<file path="src/flash_host_pkg.sv">
// constants, opcodes and timing for the parallel page flash host controller
package flash_host_pkg;
    localparam int ADDR_W = 17;
    localparam int PAGE_BYTES = 128;
    localparam int CLK_MHZ = 10;
    localparam logic [16:0] ADDR_5555 = 17'h0_5555;
    localparam logic [16:0] ADDR_2AAA = 17'h0_2aaa;
    localparam logic [7:0] DATA_AA = 8'haa;
    localparam logic [7:0] DATA_55 = 8'h55;
    localparam logic [7:0] DATA_A0 = 8'ha0;
    localparam logic [7:0] DATA_80 = 8'h80;
    localparam logic [7:0] DATA_20 = 8'h20;
    localparam logic [7:0] DATA_10 = 8'h10;
    localparam logic [7:0] DATA_60 = 8'h60;
    localparam logic [7:0] DATA_F0 = 8'hf0;
    // opcodes of the host command port
    localparam logic [2:0] OP_READ = 3'h0;
    localparam logic [2:0] OP_PAGE = 3'h1;
    localparam logic [2:0] OP_PROT_ON = 3'h2;
    localparam logic [2:0] OP_PROT_OFF = 3'h3;
    localparam logic [2:0] OP_ERASE = 3'h4;
    localparam logic [2:0] OP_ID_ENTER = 3'h5;
    localparam logic [2:0] OP_ID_EXIT = 3'h6;
    localparam logic [2:0] OP_HW_ID = 3'h7;
    // timing, in ns, us, ms and cycles
    localparam int CLK_NS = 1000 / CLK_MHZ;
    localparam int STROBE_NS = 200;
    localparam int STROBE_CYC = (STROBE_NS + CLK_NS - 1) / CLK_NS;
    localparam int READ_NS = 200;
    localparam int READ_CYC = (READ_NS + CLK_NS - 1) / CLK_NS;
    localparam int READ_SYNC_CYC = 3;
    localparam int BYTE_WINDOW_US = 200;
    localparam int BYTE_WINDOW_CYC = BYTE_WINDOW_US * CLK_MHZ;
    localparam int LOAD_TIMEOUT_US = 300;
    localparam int LOAD_TIMEOUT_CYC = LOAD_TIMEOUT_US * CLK_MHZ;
    localparam int ID_PAUSE_US = 10;
    localparam int ID_PAUSE_CYC = ID_PAUSE_US * CLK_MHZ;
    localparam int ERASE_MS = 50;
    localparam int ERASE_CYC = ERASE_MS * 1000 * CLK_MHZ;
    localparam int POLL_LIMIT = 1_000_000;
endpackage : flash_host_pkg

</file>
<file path="src/flash_host_ctrl.sv">
// host controller sequencing page writes, commands and status polling on the flash
`timescale 1ns/1ps
`default_nettype none
module flash_host_ctrl #(
    parameter int BYTE_WINDOW_CYC = flash_host_pkg::BYTE_WINDOW_CYC,
    parameter int LOAD_TIMEOUT_CYC = flash_host_pkg::LOAD_TIMEOUT_CYC,
    parameter int ERASE_CYC = flash_host_pkg::ERASE_CYC,
    parameter int POLL_LIMIT = flash_host_pkg::POLL_LIMIT
) (
    // clock and reset
    input wire logic clk_i,
    input wire logic rst_i,
    // command port
    input wire logic cmd_valid_i,
    input wire logic [2:0] cmd_op_i,
    input wire logic [16:0] cmd_addr_i,
    input wire logic [7:0] cmd_data_i,
    input wire logic protect_i,
    output logic cmd_ready_o,
    // page data port
    input wire logic byte_valid_i,
    input wire logic [6:0] byte_offset_i,
    input wire logic [7:0] byte_data_i,
    input wire logic byte_last_i,
    output logic byte_ready_o,
    // results
    output logic done_o,
    output logic error_o,
    output logic [7:0] rdata_o,
    // flash pins
    output logic [16:0] address_lines_o,
    output logic [7:0] data_lines_o,
    output logic data_lines_oe_o,
    input wire logic [7:0] data_lines_i,
    output logic chip_enable_n_o,
    output logic output_enable_n_o,
    output logic write_enable_n_o,
    output logic id_high_voltage_address_line_o
);
    typedef enum logic [7:0] {
        S_IDLE = 8'b0000_0001,
        S_CMD = 8'b0000_0010,
        S_LOAD = 8'b0000_0100,
        S_WAIT_BYTE = 8'b0000_1000,
        S_POLL = 8'b0001_0000,
        S_PAUSE = 8'b0010_0000,
        S_READ = 8'b0100_0000,
        S_FINISH = 8'b1000_0000
    } host_state_t;
    host_state_t state_r;
    logic [2:0] op_r;
    logic [2:0] step_r;
    logic [2:0] nsteps_r;
    logic [16:0] page_r;
    logic [16:0] raddr_r;
    logic [7:0] last_data_r;
    logic [31:0] timer_r;
    logic [31:0] polls_r;
    logic bc_start_r;
    logic bc_write_r;
    logic [16:0] bc_addr_r;
    logic [7:0] bc_wdata_r;
    logic bc_done;
    logic [7:0] bc_rdata;
    logic bc_oe_n;
    logic prev_toggle_r;
    logic poll_started_r;

    // command sequence table: address and data of one step
    function automatic logic [24:0] seq_step(input logic [2:0] op, input logic [2:0] step);
        logic [7:0] d;
        logic [16:0] a;
        d = flash_host_pkg::DATA_AA;
        a = (step == 3'd1 || step == 3'd4) ? flash_host_pkg::ADDR_2AAA : flash_host_pkg::ADDR_5555;
        if (step == 3'd1 || step == 3'd4) begin
            d = flash_host_pkg::DATA_55;
        end else if (step == 3'd2) begin
            d = (op == flash_host_pkg::OP_PAGE || op == flash_host_pkg::OP_PROT_ON) ? flash_host_pkg::DATA_A0 :
                (op == flash_host_pkg::OP_ID_EXIT) ? flash_host_pkg::DATA_F0 : flash_host_pkg::DATA_80;
        end else if (step == 3'd5) begin
            d = (op == flash_host_pkg::OP_ERASE) ? flash_host_pkg::DATA_10 :
                (op == flash_host_pkg::OP_ID_ENTER) ? flash_host_pkg::DATA_60 : flash_host_pkg::DATA_20;
        end
        return {a, d};
    endfunction : seq_step

    function automatic logic [2:0] seq_len(input logic [2:0] op, input logic prot);
        case (op)
            flash_host_pkg::OP_PAGE: seq_len = prot ? 3'd3 : 3'd0;
            flash_host_pkg::OP_PROT_ON: seq_len = 3'd3;
            flash_host_pkg::OP_ID_EXIT: seq_len = 3'd3;
            flash_host_pkg::OP_PROT_OFF, flash_host_pkg::OP_ERASE, flash_host_pkg::OP_ID_ENTER: seq_len = 3'd6;
            default: seq_len = 3'd0;
        endcase
    endfunction : seq_len

    flash_bus_cycle u_cycle (
        .clk_i(clk_i),
        .rst_i(rst_i),
        .start_i(bc_start_r),
        .write_i(bc_write_r),
        .addr_i(bc_addr_r),
        .wdata_i(bc_wdata_r),
        .done_o(bc_done),
        .rdata_o(bc_rdata),
        .addr_o(address_lines_o),
        .dq_o(data_lines_o),
        .dq_oe_o(data_lines_oe_o),
        .ce_n_o(chip_enable_n_o),
        .oe_n_o(bc_oe_n),
        .we_n_o(write_enable_n_o),
        .dq_i(data_lines_i)
    );

    // output enable follows the bus cycle's oe strobe, registered one clock later
    always_ff @(posedge clk_i or posedge rst_i) begin
        if (rst_i) begin
            output_enable_n_o <= 1'b1;
        end else begin
            output_enable_n_o <= bc_oe_n;
        end
    end

    always_ff @(posedge clk_i or posedge rst_i) begin
        if (rst_i) begin
            state_r <= S_IDLE;
            op_r <= flash_host_pkg::OP_READ;
            step_r <= 3'd0;
            nsteps_r <= 3'd0;
            page_r <= 17'h0_0000;
            raddr_r <= 17'h0_0000;
            last_data_r <= 8'h00;
            timer_r <= 32'h0000_0000;
            polls_r <= 32'h0000_0000;
            bc_start_r <= 1'b0;
            bc_write_r <= 1'b0;
            bc_addr_r <= 17'h0_0000;
            bc_wdata_r <= 8'h00;
            prev_toggle_r <= 1'b0;
            poll_started_r <= 1'b0;
            cmd_ready_o <= 1'b0;
            byte_ready_o <= 1'b0;
            done_o <= 1'b0;
            error_o <= 1'b0;
            rdata_o <= 8'h00;
            id_high_voltage_address_line_o <= 1'b0;
        end else begin
            bc_start_r <= 1'b0;
            done_o <= 1'b0;
            case (state_r)
                S_IDLE: begin
                    cmd_ready_o <= 1'b1;
                    if (cmd_valid_i && cmd_ready_o) begin
                        cmd_ready_o <= 1'b0;
                        error_o <= 1'b0;
                        op_r <= cmd_op_i;
                        step_r <= 3'd0;
                        nsteps_r <= seq_len(cmd_op_i, protect_i);
                        page_r <= {cmd_addr_i[16:7], 7'h00};
                        raddr_r <= cmd_addr_i;
                        if (cmd_op_i == flash_host_pkg::OP_READ || cmd_op_i == flash_host_pkg::OP_HW_ID) begin
                            id_high_voltage_address_line_o <= (cmd_op_i == flash_host_pkg::OP_HW_ID);
                            timer_r <= 32'(flash_host_pkg::ID_PAUSE_CYC);
                            state_r <= S_READ;
                        end else begin
                            timer_r <= 32'(BYTE_WINDOW_CYC);
                            state_r <= (seq_len(cmd_op_i, protect_i) == 3'd0) ? S_LOAD : S_CMD;
                        end
                    end
                end
                S_CMD: begin
                    if (!bc_start_r && step_r < nsteps_r && (step_r == 3'd0 || bc_done)) begin
                        {bc_addr_r, bc_wdata_r} <= seq_step(op_r, step_r);
                        bc_write_r <= 1'b1;
                        bc_start_r <= 1'b1;
                        step_r <= step_r + 3'd1;
                    end else if (bc_done && step_r == nsteps_r) begin
                        timer_r <= (op_r == flash_host_pkg::OP_ERASE) ? 32'(ERASE_CYC) :
                                   (op_r == flash_host_pkg::OP_PAGE || op_r == flash_host_pkg::OP_PROT_ON) ?
                                   32'(BYTE_WINDOW_CYC) : 32'(flash_host_pkg::ID_PAUSE_CYC);
                        state_r <= (op_r == flash_host_pkg::OP_PAGE || op_r == flash_host_pkg::OP_PROT_ON) ?
                                   S_LOAD : S_PAUSE;
                    end
                end
                S_LOAD: begin
                    // bytes in any order, page address fixed, strobes well inside the window
                    byte_ready_o <= 1'b1;
                    if (byte_valid_i && byte_ready_o) begin
                        byte_ready_o <= 1'b0;
                        bc_addr_r <= {page_r[16:7], byte_offset_i};
                        bc_wdata_r <= byte_data_i;
                        last_data_r <= byte_data_i;
                        raddr_r <= {page_r[16:7], byte_offset_i};
                        bc_write_r <= 1'b1;
                        bc_start_r <= 1'b1;
                        step_r <= {2'b00, byte_last_i};
                        timer_r <= 32'(BYTE_WINDOW_CYC);
                        state_r <= S_WAIT_BYTE;
                    end else if (timer_r > 32'h0000_0000) begin
                        timer_r <= timer_r - 32'h0000_0001;
                        if (timer_r == 32'h0000_0001) begin
                            error_o <= 1'b1;
                            state_r <= S_FINISH;
                        end
                    end
                end
                S_WAIT_BYTE: begin
                    timer_r <= timer_r - 32'h0000_0001;
                    if (bc_done) begin
                        if (step_r[0]) begin
                            // let the load window close, then poll for the end of programming
                            timer_r <= 32'(LOAD_TIMEOUT_CYC);
                            polls_r <= 32'h0000_0000;
                            poll_started_r <= 1'b0;
                            state_r <= S_POLL;
                        end else begin
                            state_r <= S_LOAD;
                        end
                    end
                end
                S_POLL: begin
                    if (timer_r > 32'h0000_0000) begin
                        timer_r <= timer_r - 32'h0000_0001;
                    end else if (!bc_start_r && (!poll_started_r || bc_done)) begin
                        if (poll_started_r && bc_rdata[7] == last_data_r[7] &&
                            bc_rdata[6] == prev_toggle_r) begin
                            state_r <= S_FINISH;
                        end else if (polls_r == 32'(POLL_LIMIT)) begin
                            error_o <= 1'b1;
                            state_r <= S_FINISH;
                        end else begin
                            if (poll_started_r) begin
                                prev_toggle_r <= bc_rdata[6];
                            end
                            poll_started_r <= 1'b1;
                            polls_r <= polls_r + 32'h0000_0001;
                            bc_addr_r <= raddr_r;
                            bc_write_r <= 1'b0;
                            bc_start_r <= 1'b1;
                        end
                    end
                end
                S_PAUSE: begin
                    if (timer_r > 32'h0000_0000) begin
                        timer_r <= timer_r - 32'h0000_0001;
                    end else begin
                        state_r <= S_FINISH;
                    end
                end
                S_READ: begin
                    // high-voltage line settles before the access
                    if (timer_r > 32'h0000_0000 && id_high_voltage_address_line_o) begin
                        timer_r <= timer_r - 32'h0000_0001;
                    end else if (!bc_start_r && !poll_started_r) begin
                        bc_addr_r <= raddr_r;
                        bc_write_r <= 1'b0;
                        bc_start_r <= 1'b1;
                        poll_started_r <= 1'b1;
                    end else if (bc_done) begin
                        rdata_o <= bc_rdata;
                        poll_started_r <= 1'b0;
                        id_high_voltage_address_line_o <= 1'b0;
                        state_r <= S_FINISH;
                    end
                end
                S_FINISH: begin
                    done_o <= 1'b1;
                    byte_ready_o <= 1'b0;
                    poll_started_r <= 1'b0;
                    state_r <= S_IDLE;
                end
                default: state_r <= S_IDLE;
            endcase
        end
    end
endmodule : flash_host_ctrl
`default_nettype wire

</file>
<file path="src/flash_bus_cycle.sv">
// one timed write or read strobe on the flash pins
`timescale 1ns/1ps
`default_nettype none
module flash_bus_cycle (
    // clock and reset
    input wire logic clk_i,
    input wire logic rst_i,
    // request
    input wire logic start_i,
    input wire logic write_i,
    input wire logic [16:0] addr_i,
    input wire logic [7:0] wdata_i,
    // result
    output logic done_o,
    output logic [7:0] rdata_o,
    // flash pins
    output logic [16:0] addr_o,
    output logic [7:0] dq_o,
    output logic dq_oe_o,
    output logic ce_n_o,
    output logic oe_n_o,
    output logic we_n_o,
    input wire logic [7:0] dq_i
);
    typedef enum logic [3:0] {
        B_IDLE = 4'b0001,
        B_SETUP = 4'b0010,
        B_STROBE = 4'b0100,
        B_HOLD = 4'b1000
    } bus_state_t;
    bus_state_t state_r;
    logic write_r;
    logic [7:0] cnt_r;
    logic [7:0] s1_r, s2_r, s3_r;

    // three-stage capture of the data pins
    always_ff @(posedge clk_i or posedge rst_i) begin
        if (rst_i) begin
            s1_r <= 8'h00;
            s2_r <= 8'h00;
            s3_r <= 8'h00;
        end else begin
            s1_r <= dq_i;
            s2_r <= s1_r;
            s3_r <= s2_r;
        end
    end

    always_ff @(posedge clk_i or posedge rst_i) begin
        if (rst_i) begin
            state_r <= B_IDLE;
            write_r <= 1'b0;
            cnt_r <= 8'h00;
            done_o <= 1'b0;
            rdata_o <= 8'h00;
            addr_o <= 17'h0_0000;
            dq_o <= 8'h00;
            dq_oe_o <= 1'b0;
            ce_n_o <= 1'b1;
            oe_n_o <= 1'b1;
            we_n_o <= 1'b1;
        end else begin
            done_o <= 1'b0;
            case (state_r)
                B_IDLE: begin
                    if (start_i) begin
                        write_r <= write_i;
                        addr_o <= addr_i;
                        dq_o <= wdata_i;
                        dq_oe_o <= write_i;
                        ce_n_o <= 1'b0;
                        state_r <= B_SETUP;
                    end
                end
                B_SETUP: begin
                    // write: ce and we low, oe high; address latched on the later fall
                    we_n_o <= ~write_r;
                    oe_n_o <= write_r;
                    // read strobe also spans the registered output enable and the capture stages
                    cnt_r <= write_r ? 8'(flash_host_pkg::STROBE_CYC) :
                             8'(flash_host_pkg::READ_CYC + flash_host_pkg::READ_SYNC_CYC);
                    state_r <= B_STROBE;
                end
                B_STROBE: begin
                    // strobe well above the glitch filter
                    if (cnt_r > 8'h01) begin
                        cnt_r <= cnt_r - 8'h01;
                    end else begin
                        if (!write_r) begin
                            rdata_o <= (s2_r == s3_r) ? s3_r : s2_r;
                        end
                        we_n_o <= 1'b1;
                        oe_n_o <= 1'b1;
                        state_r <= B_HOLD;
                    end
                end
                B_HOLD: begin
                    ce_n_o <= 1'b1;
                    dq_oe_o <= 1'b0;
                    done_o <= 1'b1;
                    state_r <= B_IDLE;
                end
                default: state_r <= B_IDLE;
            endcase
        end
    end
endmodule : flash_bus_cycle
`default_nettype wire

</file>
<file path="config.mk">
export PLATFORM = sky130hd
export DESIGN_NAME = flash_host_ctrl
export DESIGN_NICKNAME = d
export VERILOG_FILES = /design/src/flash_host_pkg.sv /design/src/flash_host_ctrl.sv /design/src/flash_bus_cycle.sv
export SDC_FILE = /design/constraint.sdc
export NUM_CORES = 1
export LEC_CHECK = 0
export ABC_AREA = 1
export BUFFER_PORTS_ARGS = -buffer_cell sky130_fd_sc_hd__buf_2
export CORE_AREA = 2 2 159 161
export DETAILED_ROUTE_END_ITERATION = 8
export DIE_AREA = 0 0 161 163
export PLACE_DENSITY = 0.68
export SYNTH_ARGS = -nofsm -noshare
export SYNTH_HDL_FRONTEND = slang
export SYNTH_SLANG_ARGS = --single-unit
export TNS_END_PERCENT = 1
</file>
<file path="constraint.sdc">
create_clock -name clk_i -period 13.9 [get_ports clk_i]
set_input_delay 1.39 -clock clk_i [delete_from_list [all_inputs] [get_ports clk_i]]
set_output_delay 1.39 -clock clk_i [all_outputs]
set_load 0.02 [all_outputs]
</file>
# After elaboration in Yosys (flattened, before gate mapping)
# Index checks and enable logic that the tools add are counted.
[totals]
register_bits = 234
latchBits = 0
mem_bits_rw = 0
romBits = 0
out_inout_bits = 42
elab_cells = 299
mem_count = 0
[op_classes]
n_addsub = 4
n_mul = 0
n_div = 0
order_cmp = 3
n_eq_ne = 63
n_shift = 0
n_mux = 131
bitwise = 7
reduce_logical = 55
[op_table]
columns = ["cell", "n"]
rows = [
  ["$mux 32", 14],
  ["$pmux 32 s6", 1],
  ["$mux 8", 22],
  ["$mux 17", 9],
  ["$pmux 17 s4", 1],
  ["$pmux 32 s2", 1],
  ["$pmux 8 s7", 1],
  ["$mux 1", 44],
  ["$ne 2x2->1 const B", 22],
  ["$mux 7", 5],
  ["$pmux 17 s2", 1],
  ["$add 32x1->32 const B", 1],
  ["$eq 32x1->1 const B", 1],
  ["$eq 32x20->1 const B", 1],
  ["$gt 32x1->1 const B", 1],
  ["$pmux 8 s2", 2],
  ["$sub 32x1->32 const B", 1],
  ["$eq 3x3->1 const B", 9],
  ["$reduce_and 9->1", 3],
  ["$mux 3", 8],
  ["$mux 11", 2],
  ["$mux 19", 1],
  ["$pmux 3 s3", 2],
  ["$mux 15", 1],
  ["50 further kinds", 109],
]

# Longest topological paths before layout
[logic_depth]
word_depth = 11
ltp_mapped = 14
mapped_depth_nobuf = 14

# Cells and area by module
# From an unflattened synthesis, not the netlist that was laid out.
[unflattened]
hier_cells = 1612
area_unflattened_um2 = 12102.9
[by_module_without_submodules]
columns = ["module", "instances", "cells_per_inst", "area_each_um2", "seq_area_each_um2"]
rows = [
  ["flash_host_ctrl", 1, 1333, 9441.6, 3806.2],
  ["flash_bus_cycle", 1, 279, 2661.3, 1681.6],
]

# Least setup slack after synthesis
# No wires, ideal clock.
[synth_timing]
path_kind = "input -> register"
startpoint = "input cmd_valid_i"
endpoint = "register timer_r[5]"
arrival_ns = 2.348
required_time_ns = 13.777
slack_ns = 11.429
stages = 10
n_path_buf = 1
cell_sequence = "nand2_1 -> nand2_1 -> nand2_1 -> nor2_2 -> nand2_2 -> nor2_8 -> inv_4 -> buf_4 -> nand2_1 -> nand2_1"
[synth_via]
elab_chain_cells = 3
[synth_lines]
columns = ["element", "line", "rtl"]
rows = [
  ["start, declared", "flash_host_ctrl.sv:14", "input wire logic cmd_valid_i,"],
  ["$logic_and 1x1->1", "flash_host_ctrl.sv:153", "if (cmd_valid_i && cmd_ready_o) begin"],
  ["$ne 2x2->1 (no line)", "n/a", ""],
  ["$reduce_and 5->1 (no line)", "n/a", ""],
  ["end signal, assigned", "flash_host_ctrl.sv:163", "timer_r <= 32'(flash_host_pkg::ID_PAUSE_CYC);"],
  ["end signal, assigned", "flash_host_ctrl.sv:166", "timer_r <= 32'(BYTE_WINDOW_CYC);"],
  ["end signal, assigned", "flash_host_ctrl.sv:178", "timer_r <= (op_r == flash_host_pkg::OP_ERASE) ? 32'(ERASE_CYC) :"],
  ["end, declared", "flash_host_ctrl.sv:57", "logic [31:0] timer_r;"],
]
# Every way passes these cells.
# A chain may end at the register's enable or synchronous reset.

# Worst setup path in the final report
[layout_timing]
startpoint = "register step_r[0]"
endpoint = "register timer_r[8]"
[layout_via]
elab_chain_cells = 5
word_cells_on_any_way = 13
classes_between = "order compare (1); eq/ne (3); mux (3); reduce/logical (6)"
[layout_lines]
columns = ["element", "line", "rtl"]
rows = [
  ["start, declared", "flash_host_ctrl.sv:52", "logic [2:0] step_r;"],
  ["start signal, assigned", "flash_host_ctrl.sv:176", "step_r <= step_r + 3'd1;"],
  ["start signal, assigned", "flash_host_ctrl.sv:196", "step_r <= {2'b00, byte_last_i};"],
  ["$lt 3x3->1 / $logic_not 3->1 (equally long branches)", "flash_host_ctrl.sv:172", "if (!bc_start_r && step_r < nsteps_r && (step_r == 3'd0 || bc_done)) begin"],
  ["$logic_and 1x1->1 / $logic_or 1x1->1 (equally long branches)", "flash_host_ctrl.sv:172", ""],
  ["$logic_and 1x1->1", "flash_host_ctrl.sv:172", ""],
  ["$ne 2x2->1 (no line)", "n/a", ""],
  ["$reduce_and 5->1 (no line)", "n/a", ""],
  ["end signal, assigned", "flash_host_ctrl.sv:166", ""],
  ["end signal, assigned", "flash_host_ctrl.sv:178", ""],
  ["end signal, assigned", "flash_host_ctrl.sv:197", "timer_r <= 32'(BYTE_WINDOW_CYC);"],
]
# Several ways; a longest one is shown, not always the timed one.

==> impl_metrics.env <==
export IMPL_endpoint_kind="flop"
export IMPL_drc_errors=0
export IMPL_synth_cell_types=51
export IMPL_cts_htree_levels=1
export IMPL_ir_drop_mv=0.118
export IMPL_dp_hpwl_mm=21.7
export IMPL_worstSetupPathType="flop to flop"
export IMPL_drv_cap=0
export IMPL_startpoint_type="flop"
export IMPL_worstMarginPinSlew_ns=1.09
export IMPL_clock_fmax_mhz=337
export IMPL_period_share=0.213
export IMPL_diodes=0
export IMPL_firstDrtPassIters=5
export IMPL_intPower_mw=1.52
export IMPL_crit_path_frequent_cell="nand2_1"
export IMPL_cts_tree="built"
export IMPL_slew_viol_final=0
export IMPL_power_share_clock=0.280
export IMPL_nFillCells=2344
export IMPL_power_frac_seq=0.363
export IMPL_async_flop_share=1.00
export IMPL_vias=10718
export IMPL_setup_viol=0
export IMPL_final_setup_tns_ns=0
export IMPL_avgSynthCellArea_sq_um=7.53
export IMPL_place_area_sq_um=12800
export IMPL_cts_max_path_buffers=3
export IMPL_hold_class="flop to flop"
export IMPL_hold_buffers=0
export IMPL_ff2ff_setup_slack_ns=10.93
export IMPL_cp_required_ns=14.34
export IMPL_ant_nets=0
export IMPL_p_leak_nw=6.84
export IMPL_ys_ff_latch=219
export IMPL_coreArea_sq_um=24700
export IMPL_area_delta_synth_final_pct=12.6
export IMPL_cp_max_fo=36
export IMPL_nNetsFinal=1765
export IMPL_netlist_area_sq_um=12200
export IMPL_critical_path_top_delay_family="simple AND/OR/NAND/NOR gates"
export IMPL_grt_setup_unrepaired="false"
export IMPL_fin_crit_ns=2.97
export IMPL_p_comb_frac=0.357
export IMPL_drive_gt1_frac=0.135
export IMPL_wl_per_cell_um=15.0
export IMPL_drtIter0Drc=743
export IMPL_syn_nets=1686
export IMPL_grt_pass1_wl_mm=51.8
export IMPL_clock_latency_ns=0.53
export IMPL_grt_pass1_vias=10299
export IMPL_yosys_warnings=0
export IMPL_initial_core_util=0.493
export IMPL_place_gp_congestion=0.932
export IMPL_cts_buffers=25
export IMPL_io_pins=99
export IMPL_worst_path_max_delay_cell="dfrtp_1"
export IMPL_via_per_inst=5.25
export IMPL_postCtsSetupBuffers=0
export IMPL_die_h_um=163
export IMPL_numClockSinks=219
export IMPL_routed_wl_mm=30.7
export IMPL_gr_usage_all_layers=0.240
export IMPL_synthFlopType="dfrtp_1"
export IMPL_crit_chain="inv_1 > ha_1 > nand4_1 > nand2_1 > nand2_1 > nor2_2 > nand2_2 > nor2_8 > inv_4 > nor2_2 > nand2_1 > o21ai_0"
export IMPL_cts_root_buf="clkbuf_16"
export IMPL_worst_path_buf_inv=2
export IMPL_status="finished clean"
export IMPL_ys_seq_area_frac=0.452
export IMPL_synthCells=1615
export IMPL_die_x_um=161
export IMPL_io_buffers=90
export IMPL_swShare=0.399
export IMPL_hold_viol=0
export IMPL_design_area_sq_um=13700
export IMPL_clock_skew_ns=0.0124
export IMPL_slew_headroom=0.262
export IMPL_die_area_sq_um=26200
export IMPL_grt_max_degree=91
export IMPL_fp_row_count=58
export IMPL_pre_cts_slack_ns=10.60
export IMPL_worstPathArrival_ns=3.41
export IMPL_antenna_found_initial=0
export IMPL_synth_edf_count=0
export IMPL_p_sw_mw=1.01
export IMPL_powerDensity_nw_per_um2=185
export IMPL_grt_overflow_total=0
export IMPL_path_clk_slew_ns=0.06
export IMPL_cp_slowest_stage_delay_ns=0.56
export IMPL_fin_ws_ns=10.93
export IMPL_cts_resized=0
## kinds of logic after synthesis
family	after synthesis	share of synthesized area
AO/OA/AOI/OAI	192	0.0883
XOR/XNOR	34	0.0245
adder cells (fa/ha/maj)	14	0.0144
buffers and inverters	193	0.0683
flip-flops	219	0.452
multiplexers	14	0.0130
AND/OR/NAND/NOR	949	0.340
## worst paths after layout
| check | cells past startpoint | from | to |
|---|---|---|---|
| max | 12 | step_r[0] | timer_r[8] |
| min | 0 | u_cycle.s1_r[6] | u_cycle.s2_r[6] |
| max reg2reg | 12 | step_r[0] | timer_r[8] |
| min reg2reg | 0 | u_cycle.s1_r[6] | u_cycle.s2_r[6] |
| max in group asynchronous | 3 | rst_i | polls_r[14] |
| min in group asynchronous | 2 | rst_i | u_cycle.rdata_o[4] |
## cell usage in the layout, fill, tap and decap left out, types with 5 or more instances in the layout
master | netlist | routed
o21ai_1 | 19 | 19
buf_2 | 10 | 90
clkbuf_8 | 0 | 6
nand2_2 | 16 | 16
nor2_2 | 16 | 16
nor4_1 | 5 | 5
o21ai_0 | 91 | 91
nor2_8 | 5 | 5
a31oi_1 | 7 | 7
dfstp_2 | 6 | 6
nand2_1 | 509 | 509
nand4_1 | 22 | 22
xnor2_1 | 8 | 8
nand3_1 | 102 | 102
clkbuf_16 | 0 | 25
ha_1 | 14 | 14
nor3_1 | 46 | 46
a21o_1 | 7 | 7
dfrtp_1 | 213 | 213
inv_1 | 137 | 136
inv_2 | 13 | 13
nor2_4 | 10 | 10
a21oi_1 | 42 | 42
nor2_1 | 202 | 202
xor2_1 | 26 | 26
mux2_2 | 13 | 13
## metal layers
metal | vias up | GRT usage | share of wire
li1 | 5341 | - | -
met1 | 5024 | 0.347 | 0.48
met2 | 291 | 0.378 | 0.45
met3 | 62 | 0.0290 | 0.049
met4 | 0 | 0.0743 | 0.027
met5 | - | 0 | 0
## metrics by stage
stage | power, mW | utilization | hold slack, ns | std cells
after detailed placement | 1.82 | 0.519 | 0.335 | 1997
final | 2.53 | 0.555 | 0.347 | 2043
after global routing | 2.71 | 0.555 | 0.355 | 2043
after global placement | 1.80 | 0.519 | 0.334 | 1997
after CTS | 2.54 | 0.555 | 0.349 | 2043
after floorplan | 1.61 | - | 0.331 | 1615
## registers in the layout (all words and copies together) (netlist names), 3 cells and up
signal	count
step_r	3
rdata_o	8
u_cycle.cnt_r	8
u_cycle.state_r	4
bc_wdata_r	8
u_cycle.dq_o	8
page_r	10
state_r	8
polls_r	32
u_cycle.s1_r	8
op_r	3
nsteps_r	3
u_cycle.addr_o	17
raddr_r	17
u_cycle.rdata_o	8
bc_addr_r	17
timer_r	32
u_cycle.s2_r	8
## power groups by stage
stage,clock network [mW],logic (mW),registers [mW]
floorplan,0,0.657,0.951
global placement,0,0.880,0.921
detailed placement,0,0.897,0.926
CTS,0.722,0.900,0.917
global route,0.744,1.02,0.939
finish,0.707,0.902,0.919
## area by class of cell
type                       instances  area [sq um]  share of cell area
clock buffer                      35           723              0.0528
clock inverter                    11           168              0.0123
inverter                         151           577              0.0422
multi-input combinational       1203          5840               0.426
sequential                       219          5490               0.401
tap                              330           413              0.0302
timing repair buffer              94           480              0.0351
## cell usage after synthesis (all sizes together) (3+ instances only)
library cell / number / area [sq um]
ha: 14 / 175
nor2: 233 / 1070
dfrtp: 213 / 5330
clkbuf: 18 / 67.6
xor2: 26 / 228
dfstp: 6 / 158
o31ai: 3 / 22.5
a21oi: 44 / 235
nand3: 103 / 521
and3: 3 / 18.8
o2111ai: 3 / 26.3
nand4: 22 / 138
a21o: 7 / 52.6
inv: 151 / 569
xnor2: 8 / 70.1
nand2: 529 / 2060
o21ai: 114 / 586
buf: 24 / 193
nor3: 47 / 240
o211ai: 4 / 30.0
a22oi: 3 / 22.5
a31oi: 7 / 43.8
mux2: 14 / 158
nor4: 5 / 31.3
a21boi: 3 / 22.5
Note: power is estimated with default switching activity, not from simulation.
